### src/pkg/edge_timer_pkg.sv
// Constants for the 8-bit edge capture timer: register map, field
// positions, reset values and clock and clear select codes.
// Assumes a 32-bit Avalon-MM register bus with byte addresses.
package edge_timer_pkg;
   // Register indices; byte address is four times the index
   localparam logic [15:0] IDX_MODE_CTRL  = 16'hFFBC;
   localparam logic [15:0] IDX_FALL_VALUE = 16'hFFBD;
   localparam logic [15:0] IDX_RISE_VALUE = 16'hFFBE;
   localparam logic [15:0] IDX_CLK_STOP1  = 16'hFFFA;
   localparam logic [15:0] IDX_PORT_CTRL  = 16'hFFC0;
   localparam logic [15:0] IDX_IRQ_STATUS = 16'hFFC1;
   localparam logic [15:0] IDX_IRQ_MASK   = 16'hFFC2;

   // Mode register fields
   localparam int OVF_HIGH_BIT  = 7;
   localparam int OVF_LOW_BIT   = 6;
   localparam int OVF_IRQ_BIT   = 5;
   localparam int EDGE_SEL_BIT  = 4;
   localparam int CLR_SEL_LSB   = 2;
   localparam int CLK_SEL_LSB   = 0;
   // Port control fields
   localparam int CAP_EN_BIT    = 0;
   localparam int FILT_SEL_BIT  = 1;
   // Module standby bit in the clock stop register
   localparam int STANDBY_BIT   = 3;
   // Interrupt status / mask fields
   localparam int IRQ_TIMER_BIT = 0;
   localparam int IRQ_RISE_BIT  = 1;
   localparam int IRQ_FALL_BIT  = 2;

   // Reset values
   localparam logic [7:0] MODE_RST    = 8'h00;
   localparam logic [7:0] CAP_RST     = 8'h00;
   localparam logic [7:0] COUNT_RST   = 8'h00;
   localparam logic [7:0] CLKSTOP_RST = 8'hFF;
   localparam logic [1:0] PORT_RST    = 2'h0;
   localparam logic [2:0] IRQ_RST     = 3'h0;

   // Clock select codes
   localparam logic [1:0] CKS_DIV64 = 2'h0;
   localparam logic [1:0] CKS_DIV32 = 2'h1;
   localparam logic [1:0] CKS_DIV2  = 2'h2;
   localparam logic [1:0] CKS_WDIV4 = 2'h3;
   // Clear select codes
   localparam logic [1:0] CLR_NONE  = 2'h0;
   localparam logic [1:0] CLR_FALL  = 2'h1;
   localparam logic [1:0] CLR_RISE  = 2'h2;
   localparam logic [1:0] CLR_BOTH  = 2'h3;

   // Filter depth and watch clock divide
   localparam int FILTER_DEPTH = 5;
   localparam logic [1:0] WATCH_DIV_LAST = 2'h3;
endpackage

### src/rtl/capture_filter.sv
// Five-stage agreement filter for the capture input.
// Assumes din_i is already synchronised to core_clk_i.
`timescale 1ns/10ps
module capture_filter #(
   parameter int DEPTH = edge_timer_pkg::FILTER_DEPTH
) (
   // Clock and reset
   input  wire logic core_clk_i,
   input  wire logic rst_n_i,
   // Control
   input  wire logic filter_on_i,
   input  wire logic sample_i,
   // Data
   input  wire logic din_i,
   output logic      dout_o
);
   logic [DEPTH-1:0] shift_q;

   // Latch chain advances only on the sampling clock
   always_ff @(posedge core_clk_i) begin
      if (!rst_n_i) begin
         shift_q <= '0;
      end else if (sample_i) begin
         shift_q <= {shift_q[DEPTH-2:0], din_i};
      end
   end

   // Filter on: output moves only when every latch agrees, otherwise holds; filter off: output follows din_i
   always_ff @(posedge core_clk_i) begin
      if (!rst_n_i) begin
         dout_o <= 1'b0;
      end else if (!filter_on_i) begin
         dout_o <= din_i;
      end else if (&shift_q) begin
         dout_o <= 1'b1;
      end else if (~|shift_q) begin
         dout_o <= 1'b0;
      end
   end

   // Filtered output never rises unless all stages were high
   filter_agree_a: assert property (@(posedge core_clk_i)
      disable iff (!rst_n_i)
      (filter_on_i && $rose(dout_o) && $past(filter_on_i))
         |-> $past(&shift_q))
      else $error("filter output rose without full agreement");
endmodule

### src/rtl/edge_capture_timer8.sv
// 8-bit up-counter with rising and falling edge capture registers,
// level-tagged overflow flags and an interrupt output.
// Assumes an Avalon-MM master on core_clk_i; the capture pin and the
// watch clock are asynchronous and are synchronised here.
//
// Summary of operation
// - Counter counts on system/64, /32, /2 or watch/4; select resets to 00.
// - Capture-enable bit 1 gives capture timer, 0 gives interval timer.
// - Counter is hidden from the bus and resets to zero.
// - A falling capture edge copies the counter into the fall register.
// - A rising capture edge copies the counter into the rise register.
// - Edge select bit picks rising (0) or falling (1) for the request.
// - Clear select: none, falling, rising or both edges clear counter.
// - Wrap while capture input high sets the high overflow flag.
// - Wrap while input low, or in interval mode, sets low overflow flag.
// - Overflow flags clear by writing 0 after reading 1; never set by bus.
// - Overflow enable bit lets an overflow set the timer request flag.
// - Capture registers are read-only and reset to zero.
// - Toggling capture enable may produce a spurious capture event.
// - In low-power modes only the watch clock source keeps counting.
// - Filter on: five serial samples must agree before output changes.
// - Module standby bit 0 stops the timer; reset value 1 runs it.
//
// Added by the designer: the Avalon-MM register port.
`timescale 1ns/10ps
module edge_capture_timer8 #(
   parameter int ADDR_W = 18
) (
   // Clock and reset
   input  wire logic              core_clk_i,
   input  wire logic              rst_n_i,
   // Avalon-MM slave
   input  wire logic [ADDR_W-1:0] address_i,
   input  wire logic              read_i,
   input  wire logic              write_i,
   input  wire logic [3:0]        byteenable_i,
   input  wire logic [31:0]       writedata_i,
   output logic      [31:0]       readdata_o,
   output logic                   waitrequest_o,
   // Pins and system signals
   input  wire logic              capture_input_pin_i,
   input  wire logic              watch_clk_i,
   input  wire logic              low_power_i,
   // Interrupt
   output logic                   irq_o
);
   // Registers
   logic [7:0] mode_q;
   logic [7:0] fall_q;
   logic [7:0] rise_q;
   logic [7:0] clkstop_q;
   logic [1:0] port_q;
   logic [2:0] irq_stat_q;
   logic [2:0] irq_mask_q;
   logic [7:0] count_q;
   logic [6:0] presc_q;
   logic [1:0] ovf_armed_q;
   logic [1:0] wdiv_q;
   logic [1:0] pin_sync_q;
   logic [2:0] wclk_sync_q;
   logic       cap_prev_q;

   // Combinational helpers
   logic        run;
   logic        sys_tick;
   logic        wtick;
   logic        tick;
   logic        cap_en;
   logic        cap_level;
   logic        cap_filt;
   logic        rise_ev;
   logic        fall_ev;
   logic        clr_ev;
   logic        ovf_ev;
   logic        req_take;
   logic        wr_do;
   logic        rd_take;
   logic [15:0] idx;
   logic [1:0]  cks;
   logic [1:0]  ccl;
   logic        edge_req;
   logic        timer_req;

   assign idx      = address_i[17:2];
   assign req_take = (read_i || write_i) && waitrequest_o;
   assign wr_do    = write_i && !waitrequest_o && byteenable_i[0];
   assign rd_take  = read_i && !waitrequest_o;
   assign cks      = mode_q[edge_timer_pkg::CLK_SEL_LSB +: 2];
   assign ccl      = mode_q[edge_timer_pkg::CLR_SEL_LSB +: 2];
   assign cap_en   = port_q[edge_timer_pkg::CAP_EN_BIT];
   assign run      = clkstop_q[edge_timer_pkg::STANDBY_BIT];

   // Bus handshake: one wait cycle, then a single low cycle per request
   always_ff @(posedge core_clk_i) begin
      if (!rst_n_i) begin
         waitrequest_o <= 1'b1;
      end else begin
         waitrequest_o <= !req_take;
      end
   end

   // Prescaler is free running; taps give the system dividers
   always_ff @(posedge core_clk_i) begin
      if (!rst_n_i) begin
         presc_q <= 7'h00;
      end else begin
         presc_q <= presc_q + 7'h01;
      end
   end

   // Watch clock passes two flops; the third stage feeds edge detect
   always_ff @(posedge core_clk_i) begin
      if (!rst_n_i) begin
         wclk_sync_q <= 3'h0;
      end else begin
         wclk_sync_q <= {wclk_sync_q[1:0], watch_clk_i};
      end
   end

   // Divide watch clock rising edges by four
   always_ff @(posedge core_clk_i) begin
      if (!rst_n_i) begin
         wdiv_q <= 2'h0;
      end else if (wclk_sync_q[1] && !wclk_sync_q[2]) begin
         wdiv_q <= wdiv_q + 2'h1;
      end
   end

   assign wtick = wclk_sync_q[1] && !wclk_sync_q[2]
                  && (wdiv_q == edge_timer_pkg::WATCH_DIV_LAST);

   // Source select; system dividers stop in low-power modes
   always_comb begin
      unique case (cks)
         edge_timer_pkg::CKS_DIV64: sys_tick = &presc_q[5:0];
         edge_timer_pkg::CKS_DIV32: sys_tick = &presc_q[4:0];
         edge_timer_pkg::CKS_DIV2:  sys_tick = presc_q[0];
         edge_timer_pkg::CKS_WDIV4: sys_tick = 1'b0;
      endcase
   end
   assign tick = run && (cks == edge_timer_pkg::CKS_WDIV4 ? wtick
                         : (sys_tick && !low_power_i));

   // Capture pin passes two flops before any logic reads it
   always_ff @(posedge core_clk_i) begin
      if (!rst_n_i) begin
         pin_sync_q <= 2'h0;
      end else begin
         pin_sync_q <= {pin_sync_q[0], capture_input_pin_i};
      end
   end

   // Gating by the enable means a toggle can look like an edge
   assign cap_level = pin_sync_q[1] && cap_en;

   capture_filter #(
      .DEPTH (edge_timer_pkg::FILTER_DEPTH)
   ) u_filter (
      .core_clk_i  (core_clk_i),
      .rst_n_i     (rst_n_i),
      .filter_on_i (port_q[edge_timer_pkg::FILT_SEL_BIT]),
      .sample_i    (tick),
      .din_i       (cap_level),
      .dout_o      (cap_filt)
   );

   // Edge detection on the filtered capture signal
   always_ff @(posedge core_clk_i) begin
      if (!rst_n_i) begin
         cap_prev_q <= 1'b0;
      end else if (run) begin
         cap_prev_q <= cap_filt;
      end
   end

   assign rise_ev = run && cap_filt && !cap_prev_q;
   assign fall_ev = run && !cap_filt && cap_prev_q;
   always_comb begin
      unique case (ccl)
         edge_timer_pkg::CLR_NONE: clr_ev = 1'b0;
         edge_timer_pkg::CLR_FALL: clr_ev = fall_ev;
         edge_timer_pkg::CLR_RISE: clr_ev = rise_ev;
         edge_timer_pkg::CLR_BOTH: clr_ev = rise_ev || fall_ev;
      endcase
   end
   assign ovf_ev = tick && !clr_ev && (count_q == 8'hFF);

   // Counter: capture clear beats the increment, standby holds it
   always_ff @(posedge core_clk_i) begin
      if (!rst_n_i) begin
         count_q <= edge_timer_pkg::COUNT_RST;
      end else if (clr_ev) begin
         count_q <= 8'h00;
      end else if (tick) begin
         count_q <= count_q + 8'h01;
      end
   end

   // Capture registers take the counter value at each edge
   always_ff @(posedge core_clk_i) begin
      if (!rst_n_i) begin
         fall_q <= edge_timer_pkg::CAP_RST;
         rise_q <= edge_timer_pkg::CAP_RST;
      end else begin
         if (fall_ev) begin
            fall_q <= count_q;
         end
         if (rise_ev) begin
            rise_q <= count_q;
         end
      end
   end

   // Remember which overflow flags software has seen set; arm from the
   // returned data, since a flag set after the capture was never seen
   always_ff @(posedge core_clk_i) begin
      if (!rst_n_i) begin
         ovf_armed_q <= 2'h0;
      end else if (rd_take && idx == edge_timer_pkg::IDX_MODE_CTRL) begin
         ovf_armed_q <= readdata_o[7:6];
      end else if (wr_do && idx == edge_timer_pkg::IDX_MODE_CTRL) begin
         ovf_armed_q <= 2'h0;
      end
   end

   // Mode register: flags set by hardware only, cleared by armed zero
   always_ff @(posedge core_clk_i) begin
      if (!rst_n_i) begin
         mode_q <= edge_timer_pkg::MODE_RST;
      end else begin
         if (wr_do && idx == edge_timer_pkg::IDX_MODE_CTRL) begin
            mode_q[5:0] <= writedata_i[5:0];
            if (ovf_armed_q[1] && !writedata_i[7]) begin
               mode_q[7] <= 1'b0;
            end
            if (ovf_armed_q[0] && !writedata_i[6]) begin
               mode_q[6] <= 1'b0;
            end
         end
         // Set after the clear so a same-cycle event survives
         if (ovf_ev && cap_en && cap_filt) begin
            mode_q[edge_timer_pkg::OVF_HIGH_BIT] <= 1'b1;
         end
         if (ovf_ev && !(cap_en && cap_filt)) begin
            mode_q[edge_timer_pkg::OVF_LOW_BIT] <= 1'b1;
         end
      end
   end

   // Port control and module standby registers
   always_ff @(posedge core_clk_i) begin
      if (!rst_n_i) begin
         port_q    <= edge_timer_pkg::PORT_RST;
         clkstop_q <= edge_timer_pkg::CLKSTOP_RST;
      end else if (wr_do) begin
         if (idx == edge_timer_pkg::IDX_PORT_CTRL) begin
            port_q <= writedata_i[1:0];
         end
         if (idx == edge_timer_pkg::IDX_CLK_STOP1) begin
            clkstop_q <= writedata_i[7:0];
         end
      end
   end

   // Request sources: selected capture edge or enabled overflow
   assign edge_req  = cap_en && (mode_q[edge_timer_pkg::EDGE_SEL_BIT]
                                 ? fall_ev : rise_ev);
   assign timer_req = edge_req
                      || (ovf_ev && mode_q[edge_timer_pkg::OVF_IRQ_BIT]);

   // Sticky status, write one to clear; a new event wins over the clear
   always_ff @(posedge core_clk_i) begin
      if (!rst_n_i) begin
         irq_stat_q <= edge_timer_pkg::IRQ_RST;
         irq_mask_q <= edge_timer_pkg::IRQ_RST;
      end else begin
         if (wr_do && idx == edge_timer_pkg::IDX_IRQ_MASK) begin
            irq_mask_q <= writedata_i[2:0];
         end
         irq_stat_q <= (irq_stat_q
                        & ~((wr_do && idx == edge_timer_pkg::IDX_IRQ_STATUS)
                            ? writedata_i[2:0] : 3'h0))
                       | {fall_ev && cap_en, rise_ev && cap_en,
                          timer_req};
      end
   end

   // Level interrupt from a flop; mask bit 0 is the timer enable
   always_ff @(posedge core_clk_i) begin
      if (!rst_n_i) begin
         irq_o <= 1'b0;
      end else begin
         irq_o <= |(irq_stat_q & irq_mask_q);
      end
   end

   // Read data captured when the request is first seen
   always_ff @(posedge core_clk_i) begin
      if (!rst_n_i) begin
         readdata_o <= 32'h0000_0000;
      end else if (read_i && waitrequest_o) begin
         unique case (idx)
            edge_timer_pkg::IDX_MODE_CTRL:  readdata_o <= {24'h0, mode_q};
            edge_timer_pkg::IDX_FALL_VALUE: readdata_o <= {24'h0, fall_q};
            edge_timer_pkg::IDX_RISE_VALUE: readdata_o <= {24'h0, rise_q};
            edge_timer_pkg::IDX_CLK_STOP1:  readdata_o <= {24'h0, clkstop_q};
            edge_timer_pkg::IDX_PORT_CTRL:  readdata_o <= {30'h0, port_q};
            edge_timer_pkg::IDX_IRQ_STATUS: readdata_o <= {29'h0, irq_stat_q};
            edge_timer_pkg::IDX_IRQ_MASK:   readdata_o <= {29'h0, irq_mask_q};
            default:                        readdata_o <= 32'h0000_0000;
         endcase
      end
   end

   // Checks
   count_wrap_a: assert property (@(posedge core_clk_i)
      disable iff (!rst_n_i)
      (tick && !clr_ev) |=> count_q == $past(count_q) + 8'h01)
      else $error("counter did not advance on tick");
   standby_hold_a: assert property (@(posedge core_clk_i)
      disable iff (!rst_n_i)
      !run |=> $stable(count_q))
      else $error("counter moved in standby");
   fall_cap_a: assert property (@(posedge core_clk_i)
      disable iff (!rst_n_i)
      fall_ev |=> fall_q == $past(count_q))
      else $error("falling capture value wrong");
   rise_cap_a: assert property (@(posedge core_clk_i)
      disable iff (!rst_n_i)
      rise_ev |=> rise_q == $past(count_q))
      else $error("rising capture value wrong");
   clear_edge_a: assert property (@(posedge core_clk_i)
      disable iff (!rst_n_i)
      (ccl == edge_timer_pkg::CLR_BOTH && (rise_ev || fall_ev))
         |=> count_q == 8'h00)
      else $error("counter not cleared by capture edge");
   ovf_high_a: assert property (@(posedge core_clk_i)
      disable iff (!rst_n_i)
      (ovf_ev && cap_en && cap_filt) |=> mode_q[7]
         && (!mode_q[6] || $past(mode_q[6])))
      else $error("high overflow flag not set");
   ovf_low_a: assert property (@(posedge core_clk_i)
      disable iff (!rst_n_i)
      (ovf_ev && !cap_en) |=> mode_q[6])
      else $error("low overflow flag not set in interval mode");
   flag_noset_a: assert property (@(posedge core_clk_i)
      disable iff (!rst_n_i)
      (!ovf_ev && !mode_q[7]) |=> !mode_q[7])
      else $error("high overflow flag set without overflow");
   timer_req_a: assert property (@(posedge core_clk_i)
      disable iff (!rst_n_i)
      (ovf_ev && mode_q[5]) |=> irq_stat_q[0]
         ##1 (irq_o || !$past(irq_mask_q[0])))
      else $error("overflow request not raised");
   bus_answer_a: assert property (@(posedge core_clk_i)
      disable iff (!rst_n_i)
      $rose(read_i) && waitrequest_o |=> !waitrequest_o ##1 waitrequest_o)
      else $error("bus answer not one cycle");
endmodule

### config.mk
export PLATFORM = sky130hd
export DESIGN_NAME = edge_capture_timer8
export DESIGN_NICKNAME = d
export VERILOG_FILES = /design/src/pkg/edge_timer_pkg.sv /design/src/rtl/capture_filter.sv /design/src/rtl/edge_capture_timer8.sv
export SDC_FILE = /design/constraint.sdc
export NUM_CORES = 1
export LEC_CHECK = 0
export BUFFER_PORTS_ARGS = -buffer_cell sky130_fd_sc_hd__buf_2
export CAP_MARGIN = 40
export CELL_PAD_IN_SITES_DETAIL_PLACEMENT = 1
export CELL_PAD_IN_SITES_GLOBAL_PLACEMENT = 1
export CORE_MARGIN = 1
export CORE_UTILIZATION = 41
export CTS_BUF_LIST = sky130_fd_sc_hd__clkbuf_8
export DETAILED_ROUTE_END_ITERATION = 12
export HOLD_SLACK_MARGIN = 0.15
export MAX_ROUTING_LAYER = met4
export PLACE_DENSITY = 0.79
export REMOVE_ABC_BUFFERS = 1
export SLEW_MARGIN = 20
export SYNTH_ARGS = -nofsm -noshare
export SYNTH_HDL_FRONTEND = slang
export SYNTH_HIERARCHICAL = 1
export SYNTH_SLANG_ARGS = --single-unit
### constraint.sdc
create_clock -name core_clk_i -period 2.55 [get_ports core_clk_i]
set_input_delay 0.255 -clock core_clk_i [delete_from_list [all_inputs] [get_ports core_clk_i]]
set_output_delay 0.255 -clock core_clk_i [all_outputs]
set_load 0.02 [all_outputs]
* Word level (Yosys, flattened, before mapping)
Cells that the tools add are included.
Operators by class: $add $sub $neg 3, eq/ne operators 16, mux-type cells 16, bitwise gates (word level) 5, reductions and logical operators 60
Operators by type and width (count):
- 16-bit equality test, second input constant | 7
- 8-bit one-hot mux with 7 select lines | 1
- 1-bit logical AND | 30
- 2-bit equality test, second input constant | 5
- 1-bit zero test | 10
- 5-bit AND reduction | 2
- 2-bit nonzero test | 5
- 1-bit two-way mux | 9
- 8-bit by 1-bit adder with 8-bit output, second input constant | 1
- 8-bit equality test, second input constant | 1
- 8-bit two-way mux | 1
- 1-bit one-hot mux with 4 select lines | 2
- 2-bit AND reduction | 4
- 7-bit by 1-bit adder with 7-bit output, second input constant | 1
- 3-bit AND | 2
- 6-bit AND reduction | 1
- 5-bit OR reduction | 1
- 2-bit by 1-bit equality test with 1-bit output, second input constant | 2
- 2-bit zero test | 2
- 2-bit two-way mux | 2
- 1-bit logical OR | 3
- 3-bit two-way mux | 1
- 3-bit by 2-bit inequality test with 1-bit output, second input constant | 1
- 3-bit NOT | 1
- 5 further kinds | 5
Word-level totals: bits in registers 105, input bits 61, output and inout bits 34, word-level logic and storage cells 121

* Logic depth before layout (Yosys ltp)
Gate-level depths: netlist of run 1.
depth in word-level cells 12, gate-level depth with buffers 10, depth with buffers taken out 9

* By module
The synthesis of run 1 kept the hierarchy.
Modules (own cells, without submodules):
- edge_capture_timer8 | instances 1, cells an instance 407, area each 3614.7 um2, sequential area each 1481.4 um2
- capture_filter | instances 1, cells an instance 22, area each 247.7 um2, sequential area each 120.1 um2

* Worst setup path after synthesis of run 1
No wires, ideal clock.
path type reg2reg, start register presc_q[0], end register u_filter.shift_q[0], library setup time 0.116 ns, arrival time 2.034 ns, required time 2.434 ns, slack 0.400 ns, cell stages (with the launch flop) 11, buffers on the path 1, period minus slack after synthesis 2.150 ns, path through dfxtp_1 -> ha_1 -> and3_1 -> ha_1 -> nor3b_1 -> a31o_2 -> a22oi_1 -> nor2_1 -> buf_2 -> mux2i_1 -> nor2b_1
On the way: longest elaborated chain between the ends 5
RTL lines:
- from (decl) | RTL line edge_capture_timer8.sv:56 | logic [6:0] presc_q;
- from (signal assigned) | RTL line edge_capture_timer8.sv:107 | presc_q <= presc_q + 7'h01;
- 6-bit AND reduction or 5-bit AND reduction (tied branches) | RTL line edge_capture_timer8.sv:135, edge_capture_timer8.sv:136
- 1-bit one-hot mux with 4 select lines * | RTL line edge_capture_timer8.sv:134 | unique case (cks)
- 1-bit logical AND * | RTL line edge_capture_timer8.sv:142 | : (sys_tick && !low_power_i));
- 1-bit two-way mux * | RTL line edge_capture_timer8.sv:141 | assign tick = run && (cks == edge_timer_pkg::CKS_WDIV4 ? wtick
- 1-bit logical AND * | RTL line edge_capture_timer8.sv:141
- named net tick | RTL line edge_capture_timer8.sv:67 | logic tick;
- to (signal assigned) | RTL line capture_filter.sv:24 | shift_q <= {shift_q[DEPTH-2:0], din_i};
- to (decl) | RTL line capture_filter.sv:17 | logic [DEPTH-1:0] shift_q;
Mark *: on every way through the listed nets, which the timed path passes. The rest lies on a longest branch. A chain may end at the register's enable or synchronous reset.

* Worst setup path after layout of run 1
start register presc_q[0], end register count_q[7]
On the way: longest elaborated chain between the ends 5
RTL lines:
- 6-bit AND reduction or 5-bit AND reduction (tied branches) | RTL line edge_capture_timer8.sv:135, edge_capture_timer8.sv:136
- 1-bit one-hot mux with 4 select lines * | RTL line edge_capture_timer8.sv:134
- 1-bit logical AND * | RTL line edge_capture_timer8.sv:142
- 1-bit two-way mux * | RTL line edge_capture_timer8.sv:141
- 1-bit logical AND * | RTL line edge_capture_timer8.sv:141
- to (signal assigned) | RTL line edge_capture_timer8.sv:191 | count_q <= edge_timer_pkg::COUNT_RST;
- to (signal assigned) | RTL line edge_capture_timer8.sv:195 | count_q <= count_q + 8'h01;
- to (decl) | RTL line edge_capture_timer8.sv:55 | logic [7:0] count_q;
Every way passes the cells marked *; elsewhere a longest branch is shown, timed or not.

==> impl_metrics.yaml, run 1 <==
synth:
  ys_types: 50
  synth_common_cells: "dfxtp_1 (80), nand2_1 (48), mux2i_1 (41)"
  synth_top_area_frac: 0.415
  synth_edf_count: 0
  post-synth-top-count-cell: "dfxtp_1"
  syn_area_um2: 3860
  syn_inst: 429
  synth-seq-cells: 80
  yosysWarnings: 6
  synthTopCellsByArea: "dfxtp_1 (41%), mux2i_1 (11%), nor2b_1 (6.2%)"
  yosysTopAreaCell: "dfxtp_1"
  async_reset_ff_frac: 0
  synth_flop_cell: "dfxtp_1"
  synth-seq-area-share: 0.415
  syn_avg_cell_area_um2: 9.00
floorplanning:
  die_area_um2: 9810
  start_util: 0.420
  die_y_um: 99.1
  coreArea_um2: 9200
  num_rows: 35
  die_w_um: 99.1
  ios: 95
cts:
  htreeDepth: 3
  cts_buffers: 9
  clock-sinks: 80
  cts_setup_buffers: 0
  clkSlewWorstSetupHoldPaths_ps: 80
  clockBufferDepth: 2
  cts_tree: "built"
  insertion_delay_ps: 350
  root_buffer: "clkbuf_8"
critical_path:
  path_class: "register to register"
  cpMostUsedCell: "ha_1"
  critical_path_buf_inv_count: 1
  crit_arrival_ps: 2550
  max_stage_delay_ps: 470
  start_kind: "register"
  cp_data_required_time_ps: 2830
  crit_path_end_kind: "register"
  crit_family: "simple AND/OR/NAND/NOR gates"
  crit_slowest_cell: "or4_1"
  worstPathCellList: "ha_1 > and3_1 > ha_1 > nor3b_1 > a31o_2 > a22oi_1 > buf_4 > or4_1 > a21oi_1"
  cp_max_fo: 7
sta:
  slew_violations: 0
  min_period_ps: 2270
  hold_viol_final: 0
  fin_crit_sh: 0.890
  tightest_slew_ps: 704
  rsz0062_at_grt: "false"
  slew_headroom: 0.527
  max_freq_mhz: 441
  fin_tns_setup_ps: 0
  setup_viol: 0
  skew_ps: 12.5
job:
  max_cap_violations: 0
routing:
  ant_nets: 0
  first_pass_iters: 5
  drt_iter0_markers: 152
  route.detailed.drc: 0
  wl_per_cell_um: 16.3
  vias_per_cell: 5.42
  num_vias: 3192
  wl_um: 9630
grt:
  use_met2: 0.367
  grt_pass1_wl_um: 16200
  antenna_found_initial: 0
  use_met1: 0.263
  grt_max_degree: 37
  grt_pass1_vias: 3312
  grt_use_total: 0.218
  overflow: 0
  top_usage_layer: "met2"
  grtUsageMet3: 0.0447
final_layout:
  drive_above_1_share: 0.161
  n_antenna_cell: 0
  fillerInstances: 1110
  final_nets: 539
  final_area_um2: 4330
  area_growth_pct: 12.1
status:
  status: "complete, no violations"
pwr:
  power_density_nw_per_um2: 537
  p_leak_uw: 0.00181
  ir_worst_vdd_v: 0.000332
min_path:
  hold_path.class: "input port to register"
placement:
  post_dp_cell_area_um2: 4110
  place.gp.congestion: 0.812
  port_buffers: 41
  hpwlAfterDp_um: 7170
-- state kept, by name (all words and copies together) (netlist names), 5 cells and up --
name and cells:
presc_q 6, clkstop_q 8, fall_q 8, u_filter/shift_q 5
rise_q 8, count_q 8, mode_q 8, readdata_o 8
-- cell type report --
type / count / area [um2] / share of cell area
clock inverters: 6 / 61.3 / 0.0142
flip-flops and latches: 80 / 1600 / 0.370
multi-input cells: 319 / 2050 / 0.473
clock buffers: 9 / 124 / 0.0286
inverters: 8 / 30.0 / 0.00693
well taps: 111 / 139 / 0.0321
repair buffers: 56 / 325 / 0.0751
-- power by group --
group	total (uW)	internal (uW)	switching [uW]
Combinational	156	54.3	102
Sequential	1270	1260	7.53
Clock	904	443	461
-- stage by stage --
stage               power (uW)  setup WS, ps  hold WS [ps]   util  instances
floorplan                 1370           431           317      -        407
global placement          1440           227           415  0.447        571
detailed placement        1450          82.0           423  0.447        571
CTS                       2360          58.7           151  0.471        589
global route              2420           123           151  0.471        589
finish                    2330           280           158  0.471        589
-- path summary, 6_finish.rpt --
path / startpoint / end / slack, ps / cells past startpoint
setup / recovery: presc_q[0] / count_q[7] / 280 / 9
hold / removal: writedata_i[7] / clkstop_q[7] / 160 / 3
setup reg to reg: presc_q[0] / count_q[7] / 280 / 9
hold reg to reg: pin_sync_q[0] / pin_sync_q[1] / 440 / 1
-- timing repair --
| action | in CTS | in global routing |
|---|---|---|
| setup endpoints to repair | 0 | 5 |
| resized for setup | 0 | 1 |
| hold endpoints to repair | 3 | 0 |
| hold buffers | 3 | 0 |
-- cell families (layout without fill, tap and decap cells) --
logic type / after synthesis / after routing / share of synthesized area
xor+xnor: 4 / 4 / 0.00907
other cells: 1 / 24 / 0.000971
mux: 41 / 41 / 0.106
simple gates: 174 / 174 / 0.253
compound gates: 72 / 72 / 0.125
fa+ha+maj: 4 / 4 / 0.0130
flops: 80 / 80 / 0.415
buf+inv: 53 / 79 / 0.0774
-- metal layers --
layer  vias to the layer above  wire (um)
li1                       1561          -
met1                      1549       4320
met2                        67       4780
met3                        15        382
met4                         0        138
met5                         -          0
-- worst min-delay path: cells and delay by family --
family                 cells  cell delay [ps]
and+or+nand+nor            2              130
buffers and inverters      1               90
-- placed cells by master, fill, tap and decap left out, types with 5 or more instances in the layout --
cell type / n
dfxtp_1: 80
nand2_1: 48
mux2i_1: 41
buf_2: 41
nor2b_1: 38
o21ai_0: 27
nand3_1: 26
conb_1: 24
buf_4: 12
and2_1: 11
a22oi_1: 10
clkbuf_8: 9
inv_1: 8
nor2_1: 8
and3_1: 7
or3_1: 7
a21oi_1: 7
a21boi_0: 7
nand3b_1: 5
Note: power is estimated with default switching activity, not from simulation.
==> run 2: changes to the inputs <==
--- a/config.mk
+++ b/config.mk
@@ -17,3 +17,3 @@
 export MAX_ROUTING_LAYER = met4
-export PLACE_DENSITY = 0.79
+export PLACE_DENSITY_LB_ADDON = 0.08
 export REMOVE_ABC_BUFFERS = 1
--- a/constraint.sdc
+++ b/constraint.sdc
@@ -3,2 +3,2 @@
 set_output_delay 0.255 -clock core_clk_i [all_outputs]
-set_load 0.02 [all_outputs]
+set_load 0.05 [all_outputs]
==> run 2 against run 1 <==
  * Sequential power about the same
  * Core utilization up 0.79 points
  * Sequential share of layout area down 0.61 points
  * Die area unchanged
  * Via count decreased by 1.8%
  * Cell area up 1.7%
  * Clock power is 22% higher
  * Worst setup slack got worse by 61 ps
  * Critical endpoint is now mode_q[7]
  * Largest power group unchanged
  * Highest routed layer unchanged
==> impl_metrics.yaml, run 2 (synthesized netlist as in run 1, its figures left out) <==
cts:
  clockBufferDepth: 2
  cts_tree: "built"
  insertion_delay_ps: 350
  cts_setup_buffers: 0
  clock-sinks: 80
  htreeDepth: 3
  root_buffer: "clkbuf_8"
  cts_buffers: 9
  clkSlewWorstSetupHoldPaths_ps: 100
critical_path:
  regToRegStartpoint: "presc_q[0]"
  worstPathCellList: "ha_1 > and3_1 > ha_1 > nor3b_1 > a31o_2 > a22oi_1 > or3_1 > o21ai_0"
  start_kind: "register"
  crit_path_end_kind: "register"
  cpMostUsedCell: "ha_1"
  crit_slowest_cell: "a22oi_1"
  crit_family: "compound AO/OA/AOI/OAI gates"
  cp-startpoint: "presc_q[0]"
  reg2reg_depth: 8
  cp_max_fo: 6
  path_class: "register to register"
  timing.rr.end: "mode_q[7]"
  ff2ff_setup_slack_ps: 220
  crit_arrival_ps: 2540
  critical_path_buf_inv_count: 0
  cp_data_required_time_ps: 2760
  max_stage_delay_ps: 490
min_path:
  hold_depth: 3
  holdCritStartpoint: "writedata_i[6]"
  hold_path_end: "clkstop_q[6]"
  hold_path.class: "input port to register"
routing:
  wl_per_cell_um: 16.6
  num_vias: 3134
  drt_iter0_markers: 101
  wl_um: 9840
  vias_per_cell: 5.30
  first_pass_iters: 4
  route.detailed.drc: 0
  ant_nets: 0
floorplanning:
  die_w_um: 99.1
  start_util: 0.420
  ios: 95
  num_rows: 35
  coreArea_um2: 9200
  die_y_um: 99.1
  die_area_um2: 9810
sta:
  slew_violations: 0
  fin_tns_setup_ps: 0
  setup_viol: 0
  whs_ps: 168
  max_freq_mhz: 429
  skew_ps: 8.57
  rsz0062_at_grt: "false"
  slew_headroom: 0.541
  min_period_ps: 2330
  fin_crit_sh: 0.914
  hold_viol_final: 0
  tightest_slew_ps: 682
job:
  max_cap_violations: 0
grt:
  grt_use_total: 0.221
  grt_pass1_wl_um: 16400
  grt_pass1_vias: 3242
  overflow: 0
  antenna_found_initial: 0
  grt_max_degree: 69
final_layout:
  final_common_cell: "dfxtp_1"
  drive_above_1_share: 0.160
  area_growth_pct: 14.0
  final_nets: 540
  fillerInstances: 1091
  n_antenna_cell: 0
  finish.utilization: 0.479
  final_cell_mix: "dfxtp_1 (80), nand2_1 (48), mux2i_1 (41), buf_2 (41), nor2b_1 (38)"
placement:
  place.gp.congestion: 0.795
  port_buffers: 41
  hpwlAfterDp_um: 7180
pwr:
  power_uw: 2570
  ir_worst_vdd_v: 0.000310
  p_leak_uw: 0.00184
  power_density_nw_per_um2: 584
status:
  status: "complete, no violations"
-- run 2: worst max path at each step --
stage,endpoint,slack [ps],cells past startpoint
after floorplan,u_filter/shift_q[0],430,9
after global placement,u_filter/shift_q[3],210,9
after detailed placement,u_filter/shift_q[3],110,9
after CTS,u_filter/shift_q[0],70,9
after global routing,mode_q[7],50,8
final,mode_q[7],220,8
-- run 2: per-stage QoR --
step / worst slack, ps / cell area [um2] / std cells
2_1_floorplan: 431 / 3680 / 407
3_3_place_gp: 211 / 4120 / 570
3_5_place_dp: 110 / 4120 / 570
4_1_cts: 73.9 / 4400 / 591
5_1_grt: 51.0 / 4400 / 591
6_report: 219 / 4400 / 591
-- run 2: area by class of cell --
class / instances / area (um2) / share of cell area
clock buffers: 9 / 124 / 0.0281
clock inverters: 7 / 109 / 0.0247
inverters: 8 / 30.0 / 0.00682
multi-input cells: 319 / 2050 / 0.466
flip-flops and latches: 80 / 1600 / 0.364
well taps: 111 / 139 / 0.0315
repair buffers: 57 / 350 / 0.0795
-- run 2: tightest hold or removal path: stages --
cell	delay (ps)
buf_2	90
nand3_1	70
nand3_1	80
-- run 2: what timing repair did --
action	in CTS	in global routing
resized for setup	0	1
hold endpoints to repair	4	0
setup endpoints to repair	0	7
hold buffers	5	0
-- run 2: where the power goes --
part | switching [uW] | internal (uW) | leakage [uW]
combinational | 152 | 58.9 | 0.00108
clock | 520 | 576 | 0.000119
sequential | 7.92 | 1260 | 0.000646
-- run 2: per-layer routing --
layer | GRT usage | vias up | routed length [um]
met2 | 0.361 | 40 | 4760
met4 | 0.0543 | 0 | 82
li1 | - | 1567 | -
met5 | - | - | 0
met1 | 0.286 | 1521 | 4830
met3 | 0.0376 | 6 | 167
